**src/hw/clock_mux_defines.svh**
```systemverilog
// Constants for the glitch-guarded two-input clock switchover multiplexer.
`ifndef CLOCK_MUX_DEFINES_SVH
`define CLOCK_MUX_DEFINES_SVH
`define FANOUT_COUNT 10
`define SWITCH_LIMIT_CYCLES 17
`define OLD_PULSES 2
`define LOW_PULSES 2
`define HIGH_PULSES 2
`define STUCK_LIMIT 8
`define CNT_W 4
`define CNT_ZERO 4'h0
`define CNT_ONE 4'h1
`define AGE_W 5
`define AGE_ZERO 5'h00
`define AGE_ONE 5'h01
`define AGE_MAX 5'h1F
`endif

```
**src/hw/clock_mux_pkg.sv**
```systemverilog
// Types for the glitch-guarded two-input clock switchover multiplexer.
package clock_mux_pkg;
   typedef enum logic [4:0] {
      ST_FOLLOW = 5'h01,
      ST_OLD = 5'h02,
      ST_LOW = 5'h04,
      ST_HIGH = 5'h08,
      ST_FALL = 5'h10
   } hand_state_t;
endpackage

```
**src/hw/clock_switch_mux.sv**
```systemverilog
// Top of the glitch-guarded two-input clock switchover multiplexer with ten output copies.
// Notes on behaviour
// - With the guard active the output follows the new clock within 17 falling edges of the new clock after a select change.
// - With the disable strap high the block is a plain multiplexer that switches at once.
// - Both inputs use the same hand-over sequence, so either may be the primary.
// - When the selected input stops toggling the output holds its last valid level.
// - After a select change the old clock is still passed for a few of its pulses.
// - The output is then held low for a few pulses of the new clock.
// - Finally the new clock is passed continuously.
// - If the old clock is stuck high the output first stays high for a few new-clock pulses.
// - It then goes low until the next new-clock falling edge and afterwards passes the new clock.
// - Select is synchronised in two stages, so stage lengths vary within limits.
// - With the guard active, output enable acts only at a falling edge of the selected input; disabled gives true low, complement high.
// - Reset puts the switchover logic into a known state.
`timescale 1ns/1ps
`include "clock_mux_defines.svh"
module clock_switch_mux (
   input wire logic CLK,
   input wire logic SRST,
   input wire logic CLOCK_IN_A,
   input wire logic CLOCK_IN_B,
   input wire logic SEL,
   input wire logic EN,
   input wire logic GUARD_DISABLE_STRAP,
   output logic [`FANOUT_COUNT-1:0] Q,
   output logic [`FANOUT_COUNT-1:0] Q_N,
   output logic SWITCH_BUSY
);
   // ------------------------------------------------------------
   // Select synchroniser and input watchers
   // ------------------------------------------------------------
   logic sel_meta_q;
   logic sel_sync_q;
   logic rise_a, fall_a, stuck_a;
   logic rise_b, fall_b, stuck_b;
   // Select may change at any moment, so only the second stage is ever read by the hand-over logic.
   // This costs two system cycles of latency before a hand-over starts.
   // two-stage select synchroniser
   always_ff @(posedge CLK) begin
      if (SRST) begin
         sel_meta_q <= 1'b0;
         sel_sync_q <= 1'b0;
      end else begin
         sel_meta_q <= SEL;
         sel_sync_q <= sel_meta_q;
      end
   end
   edge_watch watch_a (
      .CLK(CLK),
      .SRST(SRST),
      .clk_in(CLOCK_IN_A),
      .rise(rise_a),
      .fall(fall_a),
      .stuck(stuck_a),
      .level_q()
   );
   edge_watch watch_b (
      .CLK(CLK),
      .SRST(SRST),
      .clk_in(CLOCK_IN_B),
      .rise(rise_b),
      .fall(fall_b),
      .stuck(stuck_b),
      .level_q()
   );
   // ------------------------------------------------------------
   // Hand-over state machine
   // ------------------------------------------------------------
   clock_mux_pkg::hand_state_t state_q, state_d;
   logic cur_q, cur_d;
   logic [`CNT_W-1:0] cnt_q, cnt_d;
   logic out_q, out_d;
   logic en_q, en_d;
   logic [`AGE_W-1:0] age_q, age_d;
   logic old_lvl, old_fall, old_stuck, new_rise, new_fall, sel_lvl, sel_fall, sel_stuck;
   // Picks the signal of input B when the select bit is high, else that of input A.
   function automatic logic pick(input logic s, input logic a, input logic b);
      pick = s ? b : a;
   endfunction
   always_comb begin
      // The live input level is passed, so the output lags its source by exactly one register stage.
      old_lvl = pick(cur_q, CLOCK_IN_A, CLOCK_IN_B);
      old_fall = pick(cur_q, fall_a, fall_b);
      old_stuck = pick(cur_q, stuck_a, stuck_b);
      // In bypass the raw select is used on purpose, so the source changes at the very next edge.
      new_rise = pick(sel_sync_q, rise_a, rise_b);
      new_fall = pick(sel_sync_q, fall_a, fall_b);
      sel_lvl = GUARD_DISABLE_STRAP ? pick(SEL, CLOCK_IN_A, CLOCK_IN_B) : old_lvl;
      sel_fall = pick(cur_q, fall_a, fall_b);
      sel_stuck = old_stuck;
      state_d = state_q;
      cur_d = cur_q;
      cnt_d = cnt_q;
      out_d = out_q;
      if (GUARD_DISABLE_STRAP) begin
         state_d = clock_mux_pkg::ST_FOLLOW;
         cur_d = SEL;
         out_d = sel_lvl;
         cnt_d = `CNT_ZERO;
      end else begin
         case (state_q)
            clock_mux_pkg::ST_FOLLOW: begin
               // hold last level when input lost
               out_d = sel_stuck ? out_q : old_lvl;
               // A stuck old clock skips the old-pulse stage: high goes through the high stage,
               // low goes straight to waiting for a falling edge of the new clock.
               cnt_d = `CNT_ZERO;
               if (sel_sync_q != cur_q) begin
                  if (old_stuck && old_lvl) begin
                     state_d = clock_mux_pkg::ST_HIGH;
                     out_d = 1'b1;
                  end else if (old_stuck) begin
                     state_d = clock_mux_pkg::ST_FALL;
                     out_d = 1'b0;
                  end else begin
                     state_d = clock_mux_pkg::ST_OLD;
                  end
               end
            end
            clock_mux_pkg::ST_OLD: begin
               // keep old clock for a few pulses
               out_d = old_lvl;
               if (old_fall) begin
                  cnt_d = cnt_q + `CNT_ONE;
               end
               if (old_fall && cnt_q + `CNT_ONE >= `CNT_W'(`OLD_PULSES) || old_stuck) begin
                  state_d = clock_mux_pkg::ST_LOW;
                  out_d = 1'b0;
                  cnt_d = `CNT_ZERO;
               end
            end
            clock_mux_pkg::ST_LOW: begin
               // hold low for new-clock pulses
               // Leaving on a new-clock fall lets this low stretch merge with the new low half period.
               out_d = 1'b0;
               if (new_fall) begin
                  cnt_d = cnt_q + `CNT_ONE;
                  if (cnt_q + `CNT_ONE >= `CNT_W'(`LOW_PULSES)) begin
                     state_d = clock_mux_pkg::ST_FOLLOW;
                     cur_d = sel_sync_q;
                  end
               end
            end
            clock_mux_pkg::ST_HIGH: begin
               out_d = 1'b1;
               if (new_rise) begin
                  cnt_d = cnt_q + `CNT_ONE;
                  if (cnt_q + `CNT_ONE >= `CNT_W'(`HIGH_PULSES)) begin
                     state_d = clock_mux_pkg::ST_FALL;
                     out_d = 1'b0;
                     cnt_d = `CNT_ZERO;
                  end
               end
            end
            clock_mux_pkg::ST_FALL: begin
               out_d = 1'b0;
               if (new_fall) begin
                  state_d = clock_mux_pkg::ST_FOLLOW;
                  cur_d = sel_sync_q;
                  cnt_d = `CNT_ZERO;
               end
            end
            default: begin
               state_d = clock_mux_pkg::ST_FOLLOW;
               out_d = 1'b0;
            end
         endcase
      end
   end
   always_ff @(posedge CLK) begin
      if (SRST) begin
         state_q <= clock_mux_pkg::ST_FOLLOW;
         cur_q <= 1'b0;
         cnt_q <= `CNT_ZERO;
         out_q <= 1'b0;
      end else begin
         state_q <= state_d;
         cur_q <= cur_d;
         cnt_q <= cnt_d;
         out_q <= out_d;
      end
   end
   // ------------------------------------------------------------
   // Output enable
   // ------------------------------------------------------------
   // The enable is taken at the edge where the output itself goes low, so EN never cuts a pulse.
   // In bypass there is no hand-over to protect, so EN is taken at every edge.
   // enable at falling edge
   always_comb begin
      en_d = en_q;
      if (GUARD_DISABLE_STRAP || sel_fall) begin
         en_d = EN;
      end
   end
   always_ff @(posedge CLK) begin
      if (SRST) begin
         en_q <= 1'b0;
      end else begin
         en_q <= en_d;
      end
   end
   // ------------------------------------------------------------
   // Hand-over length
   // ------------------------------------------------------------
   // Counts falling edges of the new clock while a hand-over runs; it saturates so it never wraps.
   // hand-over length count
   always_comb begin
      age_d = age_q;
      if (state_q == clock_mux_pkg::ST_FOLLOW) begin
         age_d = `AGE_ZERO;
      end else if (new_fall && age_q != `AGE_MAX) begin
         age_d = age_q + `AGE_ONE;
      end
   end
   always_ff @(posedge CLK) begin
      if (SRST) begin
         age_q <= `AGE_ZERO;
      end else begin
         age_q <= age_d;
      end
   end
   // ------------------------------------------------------------
   // Fanout
   // ------------------------------------------------------------
   // ten identical gated copies
   always_comb begin
      Q = {`FANOUT_COUNT{out_q & en_q}};
      Q_N = ~Q;
   end
   assign SWITCH_BUSY = (state_q != clock_mux_pkg::ST_FOLLOW) || (sel_sync_q != cur_q);
   // ------------------------------------------------------------
   // Checks
   // ------------------------------------------------------------
   fanout_same_a: assert property (@(posedge CLK) disable iff (SRST) (Q == {`FANOUT_COUNT{Q[0]}}) && (Q_N == ~Q))
      else $error("fanout copies differ");
   bypass_mux_a: assert property (@(posedge CLK) disable iff (SRST)
      GUARD_DISABLE_STRAP && $past(GUARD_DISABLE_STRAP) |-> out_q == $past(pick(SEL, CLOCK_IN_A, CLOCK_IN_B)))
      else $error("bypass output wrong");
   low_stage_a: assert property (@(posedge CLK) disable iff (SRST)
      state_q == clock_mux_pkg::ST_LOW && !GUARD_DISABLE_STRAP |=> out_q == 1'b0)
      else $error("low stage not low");
   high_stage_a: assert property (@(posedge CLK) disable iff (SRST)
      state_q == clock_mux_pkg::ST_HIGH && !GUARD_DISABLE_STRAP && !new_rise |=> out_q == 1'b1)
      else $error("high stage not high");
   fall_stage_a: assert property (@(posedge CLK) disable iff (SRST)
      state_q == clock_mux_pkg::ST_FALL && !GUARD_DISABLE_STRAP |=> out_q == 1'b0)
      else $error("fall stage not low");
   old_follow_a: assert property (@(posedge CLK) disable iff (SRST)
      state_q == clock_mux_pkg::ST_OLD && !GUARD_DISABLE_STRAP && !old_fall && !old_stuck |=> out_q == $past(old_lvl))
      else $error("old clock not passed");
   follow_new_a: assert property (@(posedge CLK) disable iff (SRST)
      state_q == clock_mux_pkg::ST_FOLLOW && !GUARD_DISABLE_STRAP && !old_stuck && sel_sync_q == cur_q
      |=> out_q == $past(old_lvl))
      else $error("follow stage not passing");
   hold_lost_a: assert property (@(posedge CLK) disable iff (SRST)
      state_q == clock_mux_pkg::ST_FOLLOW && !GUARD_DISABLE_STRAP && old_stuck && sel_sync_q == cur_q
      |=> $stable(out_q))
      else $error("lost input not held");
   enable_edge_a: assert property (@(posedge CLK) disable iff (SRST)
      !GUARD_DISABLE_STRAP && !sel_fall |=> $stable(en_q))
      else $error("enable moved off edge");
   sync_chain_a: assert property (@(posedge CLK) disable iff (SRST) ##2 sel_sync_q == $past(SEL, 2))
      else $error("select sync wrong");
   // Bounds and entry conditions of the hand-over sequence.
   // The reset check needs no disable, since it looks only at the edge after a reset edge.
   handover_bound_a: assert property (@(posedge CLK) disable iff (SRST)
      state_q != clock_mux_pkg::ST_FOLLOW |-> age_q <= `AGE_W'(`SWITCH_LIMIT_CYCLES))
      else $error("hand-over longer than limit");
   reset_known_a: assert property (@(posedge CLK) SRST
      |=> state_q == clock_mux_pkg::ST_FOLLOW && out_q == 1'b0 && en_q == 1'b0)
      else $error("reset state wrong");
   disabled_low_a: assert property (@(posedge CLK) disable iff (SRST)
      !en_q |-> Q == {`FANOUT_COUNT{1'b0}} && Q_N == {`FANOUT_COUNT{1'b1}})
      else $error("disabled output not low");
   cur_switch_a: assert property (@(posedge CLK) disable iff (SRST)
      !$past(GUARD_DISABLE_STRAP) && $changed(cur_q)
      |-> $past(state_q) == clock_mux_pkg::ST_LOW || $past(state_q) == clock_mux_pkg::ST_FALL)
      else $error("source changed outside hand-over");
   old_hold_a: assert property (@(posedge CLK) disable iff (SRST)
      state_q == clock_mux_pkg::ST_OLD && !GUARD_DISABLE_STRAP && !old_fall && !old_stuck |=> state_q == clock_mux_pkg::ST_OLD)
      else $error("old stage left early");
   enter_handover_a: assert property (@(posedge CLK) disable iff (SRST)
      state_q == clock_mux_pkg::ST_FOLLOW && !GUARD_DISABLE_STRAP && sel_sync_q != cur_q |=> state_q != clock_mux_pkg::ST_FOLLOW)
      else $error("hand-over not entered");
   // ------------------------------------------------------------
   // Cover points
   // ------------------------------------------------------------
   cov_hold_c: cover property (@(posedge CLK) state_q == clock_mux_pkg::ST_FOLLOW && old_stuck ##8 old_stuck);
   cov_normal_c: cover property (@(posedge CLK) state_q == clock_mux_pkg::ST_OLD ##[1:40] state_q == clock_mux_pkg::ST_LOW);
   cov_stuck_c: cover property (@(posedge CLK) state_q == clock_mux_pkg::ST_HIGH ##[1:40] state_q == clock_mux_pkg::ST_FALL);
   cov_bypass_c: cover property (@(posedge CLK) GUARD_DISABLE_STRAP && $changed(SEL));
   cov_disable_c: cover property (@(posedge CLK) en_q ##1 !en_q);
endmodule // clock_switch_mux

```
**src/hw/edge_watch.sv**
```systemverilog
// Edge and loss detector for one sampled reference clock.
`timescale 1ns/1ps
`include "clock_mux_defines.svh"
module edge_watch (
   input wire logic CLK,
   input wire logic SRST,
   input wire logic clk_in,
   output logic rise,
   output logic fall,
   output logic stuck,
   output logic level_q
);
   logic [`CNT_W-1:0] idle_q;
   logic [`CNT_W-1:0] idle_d;
   logic level_d;
   always_comb begin
      level_d = clk_in;
      if (clk_in != level_q) begin
         idle_d = `CNT_ZERO;
      end else if (idle_q != `CNT_W'(`STUCK_LIMIT)) begin
         idle_d = idle_q + `CNT_ONE;
      end else begin
         idle_d = idle_q;
      end
   end
   always_ff @(posedge CLK) begin
      if (SRST) begin
         level_q <= 1'b0;
         idle_q <= `CNT_ZERO;
      end else begin
         level_q <= level_d;
         idle_q <= idle_d;
      end
   end
   assign rise = clk_in & ~level_q;
   assign fall = ~clk_in & level_q;
   assign stuck = (idle_q == `CNT_W'(`STUCK_LIMIT));
endmodule // edge_watch
```
**config.mk**
```make
export PLATFORM = sky130hd
export DESIGN_NAME = clock_switch_mux
export DESIGN_NICKNAME = d
export VERILOG_FILES = /design/src/hw/clock_mux_pkg.sv /design/src/hw/clock_switch_mux.sv /design/src/hw/edge_watch.sv
export VERILOG_INCLUDE_DIRS = /design/src /design/src/hw
export SDC_FILE = /design/constraint.sdc
export NUM_CORES = 1
export LEC_CHECK = 0
export ABC_AREA = 1
export ABC_CLOCK_PERIOD_IN_PS = 1700
export BUFFER_PORTS_ARGS = -buffer_cell sky130_fd_sc_hd__buf_2
export CORE_ASPECT_RATIO = 1.4
export CORE_MARGIN = 2
export CORE_UTILIZATION = 33
export CTS_CLUSTER_SIZE = 14
export DETAILED_ROUTE_END_ITERATION = 7
export PLACE_DENSITY = 0.56
export SYNTH_ARGS = -nofsm -noshare
export SYNTH_HDL_FRONTEND = slang
export SYNTH_HIERARCHICAL = 1
export SYNTH_SLANG_ARGS = --single-unit
```
**constraint.sdc**
```tcl
create_clock -name CLK -period 1.7 [get_ports CLK]
set_input_delay 0.085 -clock CLK [delete_from_list [all_inputs] [get_ports CLK]]
set_output_delay 0.085 -clock CLK [all_outputs]
set_load 0.1 [all_outputs]
```
# [After elaboration in Yosys (flattened, before gate mapping)]
# Cells that the tools add are included.
[totals] ff_bits=24 out_inout_bits=21 wordCells=99
[classes] add_sub_neg=3 magnitude_cmp=1 n_eq_ne=24 n_mux=37 n_bitwise=10 reduce_logical=13
[ops] cell="2-to-1 mux 5 bit" n=9
[ops] cell="one-hot mux 5 bit (5 select lines)" n=1
[ops] cell="2-to-1 mux 4 bit" n=6
[ops] cell="one-hot mux 4 bit (5 select lines)" n=1
[ops] cell="2-to-1 mux 1 bit" n=18
[ops] cell="!= test 2 bit (second input constant)" n=7
[ops] cell="adder 4 x 1 -> 4 bit (second input constant)" n=3
[ops] cell="!= test 3 bit (second input constant)" n=4
[ops] cell="NOT 10 bit" n=1
[ops] cell="equality test 4 bit (second input constant)" n=2
[ops] cell="!= test 4 bit (second input constant)" n=2
[ops] cell="AND reduction 7 bit" n=1
[ops] cell="OR reduction 2 bit" n=3
[ops] cell="AND 1 bit" n=5
[ops] cell="equality test 5 x 1 -> 1 bit (second input constant)" n=1
[ops] cell="equality test 5 x 2 -> 1 bit (second input constant)" n=1
[ops] cell="equality test 5 x 3 -> 1 bit (second input constant)" n=1
[ops] cell="equality test 5 x 4 -> 1 bit (second input constant)" n=1
[ops] cell="equality test 5 bit (second input constant)" n=1
[ops] cell="!= test 5 x 1 -> 1 bit (second input constant)" n=1
[ops] cell="AND reduction 5 bit" n=1
[ops] cell="nonzero test 5 bit" n=1
[ops] cell=">= comparator 4 x 2 -> 1 bit (second input constant)" n=1
[ops] cell="NOT 1 bit" n=4
[ops] cell="other kinds (7)" n=12

# [Longest topological paths before layout]
[depth] depth_word=8 depth_mapped=13 mapped_depth_nobuf=13

# [By module]
# The synthesis kept the hierarchy.
[by_module_without_submodules] module="clock_switch_mux" instances=1 cells_per_inst=184 area_each_um2=1178.6 seq_area_each_um2=280.3
[by_module_without_submodules] module="edge_watch (watch_b)" instances=1 cells_per_inst=39 area_each_um2=282.8 seq_area_each_um2=100.1
[by_module_without_submodules] module="edge_watch (watch_a)" instances=1 cells_per_inst=39 area_each_um2=274.0 seq_area_each_um2=100.1

# [Worst setup path after synthesis]
# Ideal clock, no wire load.
[synth_timing] path_kind="reg2out" startpoint="reg en_q" endpoint="out Q[1]" arrival_ns=2.461 slack_ns=-0.846 stages_incl_launch_ff=4 n_path_buf=1 cell_sequence="dfxtp_1 nand2_1 inv_1 buf_4"
[synth_between] elab_chain_cells=1
[synth_lines] item="from (decl)" line="clock_switch_mux.sv:73" text="logic en_q, en_d;"
[synth_lines] item="from (signal assigned)" line="clock_switch_mux.sv:199" text="en_q <= en_d;"
[synth_lines] item="AND 1 bit" line="clock_switch_mux.sv:227" text="Q = {`FANOUT_COUNT{out_q & en_q}};"
[synth_lines] item="to (decl)" line="clock_switch_mux.sv:25" text="output logic [`FANOUT_COUNT-1:0] Q,"
# No other way between the ends.

# [Worst setup path after layout]
[layout_timing] startpoint="reg watch_b.idle_q[0]" endpoint="reg cnt_q[3]"
[layout_between] elab_chain_cells=5
[layout_lines] item="from (decl)" line="edge_watch.sv:13" text="logic [`CNT_W-1:0] idle_q;"
[layout_lines] item="from (signal assigned)" line="edge_watch.sv:29" text="idle_q <= `CNT_ZERO;"
[layout_lines] item="from (signal assigned)" line="edge_watch.sv:32" text="idle_q <= idle_d;"
[layout_lines] item="equality test 4 bit (*)" line="edge_watch.sv:37" text="assign stuck = (idle_q == `CNT_W'(`STUCK_LIMIT));"
[layout_lines] item="net stuck_b" line="clock_switch_mux.sv:35" text="logic rise_b, fall_b, stuck_b;"
[layout_lines] item="2-to-1 mux 1 bit (*)" line="clock_switch_mux.sv:78" text="pick = s ? b : a;"
[layout_lines] item="logical OR 1 bit (*)" line="clock_switch_mux.sv:126" text="if (old_fall && cnt_q + `CNT_ONE >= `CNT_W'(`OLD_PULSES) || old_stuck) begin"
[layout_lines] item="!= test 3 bit (no line) / 2-to-1 mux 4 bit (equally long branches)"
[layout_lines] item="AND reduction 5 bit (no line) / one-hot mux 4 bit (5 select lines) (equally long branches)"
[layout_lines] item="to (signal assigned)" line="clock_switch_mux.sv:174" text="cnt_q <= `CNT_ZERO;"
[layout_lines] item="to (signal assigned)" line="clock_switch_mux.sv:179" text="cnt_q <= cnt_d;"
[layout_lines] item="to (decl)" line="clock_switch_mux.sv:71" text="logic [`CNT_W-1:0] cnt_q, cnt_d;"
# The timed path passes the listed nets; every way through them passes the cells marked *.
# A chain may end at the register's enable or synchronous reset.

==> metrics.md <==
| Metric | Value |
|---|---|
| Status | completed |
| Min cycle time layout | 1.63 ns |
| Vias per Instance | 4.44 |
| Worst EP arrival | roughly 1.8 ns |
| Fmax | 613 MHz |
| Crit Path Class | reg2reg |
| # rows | 31 |
| Compound-Gate Fraction of Synth Area | 8.00% |
| Final setup fails | 0 |
| Design Area, Final | 2050 um^2 |
| Worst-Margin Slew | 0.487 ns |
| Routed wire length | 3560 um |
| DRT iter0 DRCs | 55 |
| Final antenna diode count | 0 |
| Post-route DRC | 0 |
| Placed Instance Area | 1860 um^2 |
| Grt ovf | 0 |
| Main synth FF type | dfxtp_1 |
| Min-delay worst type | in2reg |
| Post-synthesis async set-or-reset flop share | 0% |
| Reg clk slew, reported paths | 0.08 ns |
| Final Hold Slack | 0.0790 ns |
| WL/cell | 10.2 um |
| Leak | 0.981 nW |
| H-tree Lvls | 1 |
| Required @ worst endpoint | 1.91 ns |
| Sequential fraction of the synthesis area | between 20% and 30% |
| Post-synth net total | 279 |
| Total track usage | 12.2% |
| Yosys warns | 6 |
| Cell count after synthesis | ~260 |
| DP HPWL | 2830 um |
| Adder-Cell Fraction of Synth Area | 7.21% |
| Max_cap viols | 0 |
| Dpl ws | 0.0237 ns |
| Setup ws final | 0.0699 ns |
| Layout cells sized above 1 | 33.1% |
| Synth-to-Final Area Change | 18.3% |
| ANT nets after route | 0 |
| Cell taking the most area after synthesis | dfxtp_1 |
| Worst IR Drop VDD | 0.496 mV |
| Period utilization | 95.9% |
| Total negative slack | 0 ns |
| Top-area cell type share of the netlist area | 27.7% |
| Mapped Avg Cell Area | 6.62 um^2 |
| Worst setup SP type | flip-flop |
| CTS tree | yes |
| Worst R2R Start | watch_b/idle_q[0] |
| Max Transition Viols Final | 0 |
| Hold Startpoint | CLOCK_IN_A |
| Total Power | 1.54 mW |
| Power Dens Cells | 751 nW/um^2 |
| Vias | around 1.6k |
| Final Util | 40.1% |
| Cell at the slowest stage of the critical path | dfxtp_2 |
| Drt pass-1 iters | 4 |
| Library cells used by synthesis | 25 |
| IO Count | 28 |
| CTS root buf | clkbuf_8 |
| Highest fanout seen on the critical path | 5 |
| First-pass GRT wire length | 5850 um |
| Top post-synthesis cells by area | dfxtp_1, nand2_1, inv_1 |
| Proportion of synthesized area in mux cells | 0% |
| Clock tree buffer depth | 2 |
| Syn Std Cell Area | 1740 um^2 |
| Die X | about 65 um |
| Clock Skew | 0.00196 ns |
| Final Non-Filler Cells | 350 |
| CP Launch Point | watch_b/idle_q[0] |
| # clock sinks | 24 |
| Die area | 5860 um^2 |
| CP Capture Type | flip-flop |
| Critical path cell sequence | inv_2, ha_4, nand2_4, nor2_4, nand2_2, nand2_4, inv_4, nand3_4, nand3_4, nor2_4, nand3_2, a21oi_2 |
| Final hold violations | 0 |
| Post-synthesis register bit count | 24 |
| Unrepaired setup endpoints after global routing | yes |
| Cell count after placement | 340 |
| Vias in the first global route | 1,369 |
| Clk_lat worst skew | 0.27 ns |
| Post-layout nets | between 300 and 400 |
| XOR/XNOR Fraction of Synth Area | 0% |
| Largest family of logic cells by synthesized area | simple AND/OR/NAND/NOR gates |
| Initial antenna violation count | 0 |
| Post-synth EDFFs | 0 |
| CTS buffer count | 3 |
| Relative slew slack | just under 70% |
| Die height | 89.8 um |
| Slowest Stage Delay on Critical Path | 0.34 ns |
| Port Buf Inserts | 27 |
| Area share of and/or/nand/nor cells after synthesis | 39.6% |
| Placer Congestion | 0.868 |
| Starting Density | ~34% |
| Core area | between 5000 and 6000 um^2 |
| Largest net degree at the start of global routing | 14 |
-- critical path: cells and delay by family, from the launching register on --
family,cells,cell delay [ns]
AND/OR/NAND/NOR,8,0.81
AO/OA/AOI/OAI,1,0.14
buffers and inverters,2,0.13
flip-flops,1,0.34
adder cells (fa/ha/maj),1,0.15
-- timing repair --
item,4_1_cts,5_1_grt
endpoints found under the setup margin,0,12
hold buffers,0,0
endpoints found under the hold margin,0,0
buffers inserted,0,6
resized for setup,0,31
-- state kept, by name, summed over array words and instances, names as in the netlist --
| register | flops |
|---|---|
| watch_a/level_q | 1 |
| sel_sync_q | 1 |
| cur_q | 1 |
| watch_b/level_q | 1 |
| state_q | 5 |
| watch_a/idle_q | 4 |
| out_q | 1 |
| en_q | 1 |
| cnt_q | 4 |
| watch_b/idle_q | 4 |
| sel_meta_q | 1 |
-- synthesized netlist by cell type (3+ instances only) --
master     n
a21oi_1   12
buf_4     18
dfxtp_1   24
ha_1      10
inv_1     42
inv_2      3
nand2_1   52
nand2_2    9
nand3_1   19
nand3_2    3
nand3b_1   3
nand4_1    4
nor2_1    32
nor2_2     7
nor2_4     4
o21ai_0    9
-- worst paths after layout --
kind | slack [ns] | cells after the start | to
worst max register to register | 0.07 | 12 | cnt_q[3]
worst min-delay path | 0.08 | 3 | watch_a/level_q
worst min register to register | 0.40 | 2 | sel_sync_q
worst max-delay path | 0.07 | 12 | cnt_q[3]
-- logic make-up after synthesis --
| group | count (synthesis) |
|---|---|
| AO/OA/AOI/OAI | 26 |
| flip-flops | 24 |
| buffers and inverters | 63 |
| adder cells (fa/ha/maj) | 10 |
| AND/OR/NAND/NOR | 139 |
-- power breakdown --
part	internal (mW)	switching (mW)
clock network	0.207	0.182
logic	0.135	0.394
registers	0.592	0.0312
total	0.935	0.607
-- metal layers --
| layer | up-vias | part of all wire [%] | GRT usage (%) |
|---|---|---|---|
| met4 | 0 | 2.3 | 4.69 |
| li1 | 845 | - | - |
| met5 | - | 0 | 0 |
| met1 | 685 | 42 | 13.8 |
| met3 | 10 | 1.6 | 1.63 |
| met2 | 13 | 54 | 22.3 |
-- area by class of cell --
type / count / area, um^2
inverters: 45 / 175
clock buffers: 4 / 55.1
well taps: 66 / 82.6
fillers: 565 / 3070
flip-flops and latches: 24 / 487
repair buffers: 36 / 205
multi-input cells: 175 / 1050
-- cell usage in the layout, fill, tap and decap left out, drive strengths merged, types with 4 or more instances in the layout --
cell    count
dfxtp      24
o21ai      12
buf        36
nand2      61
nand4       5
a21oi      13
inv        44
clkbuf      4
ha         10
nor2       43
nand3      23
Power figures use the tool's default switching activity.
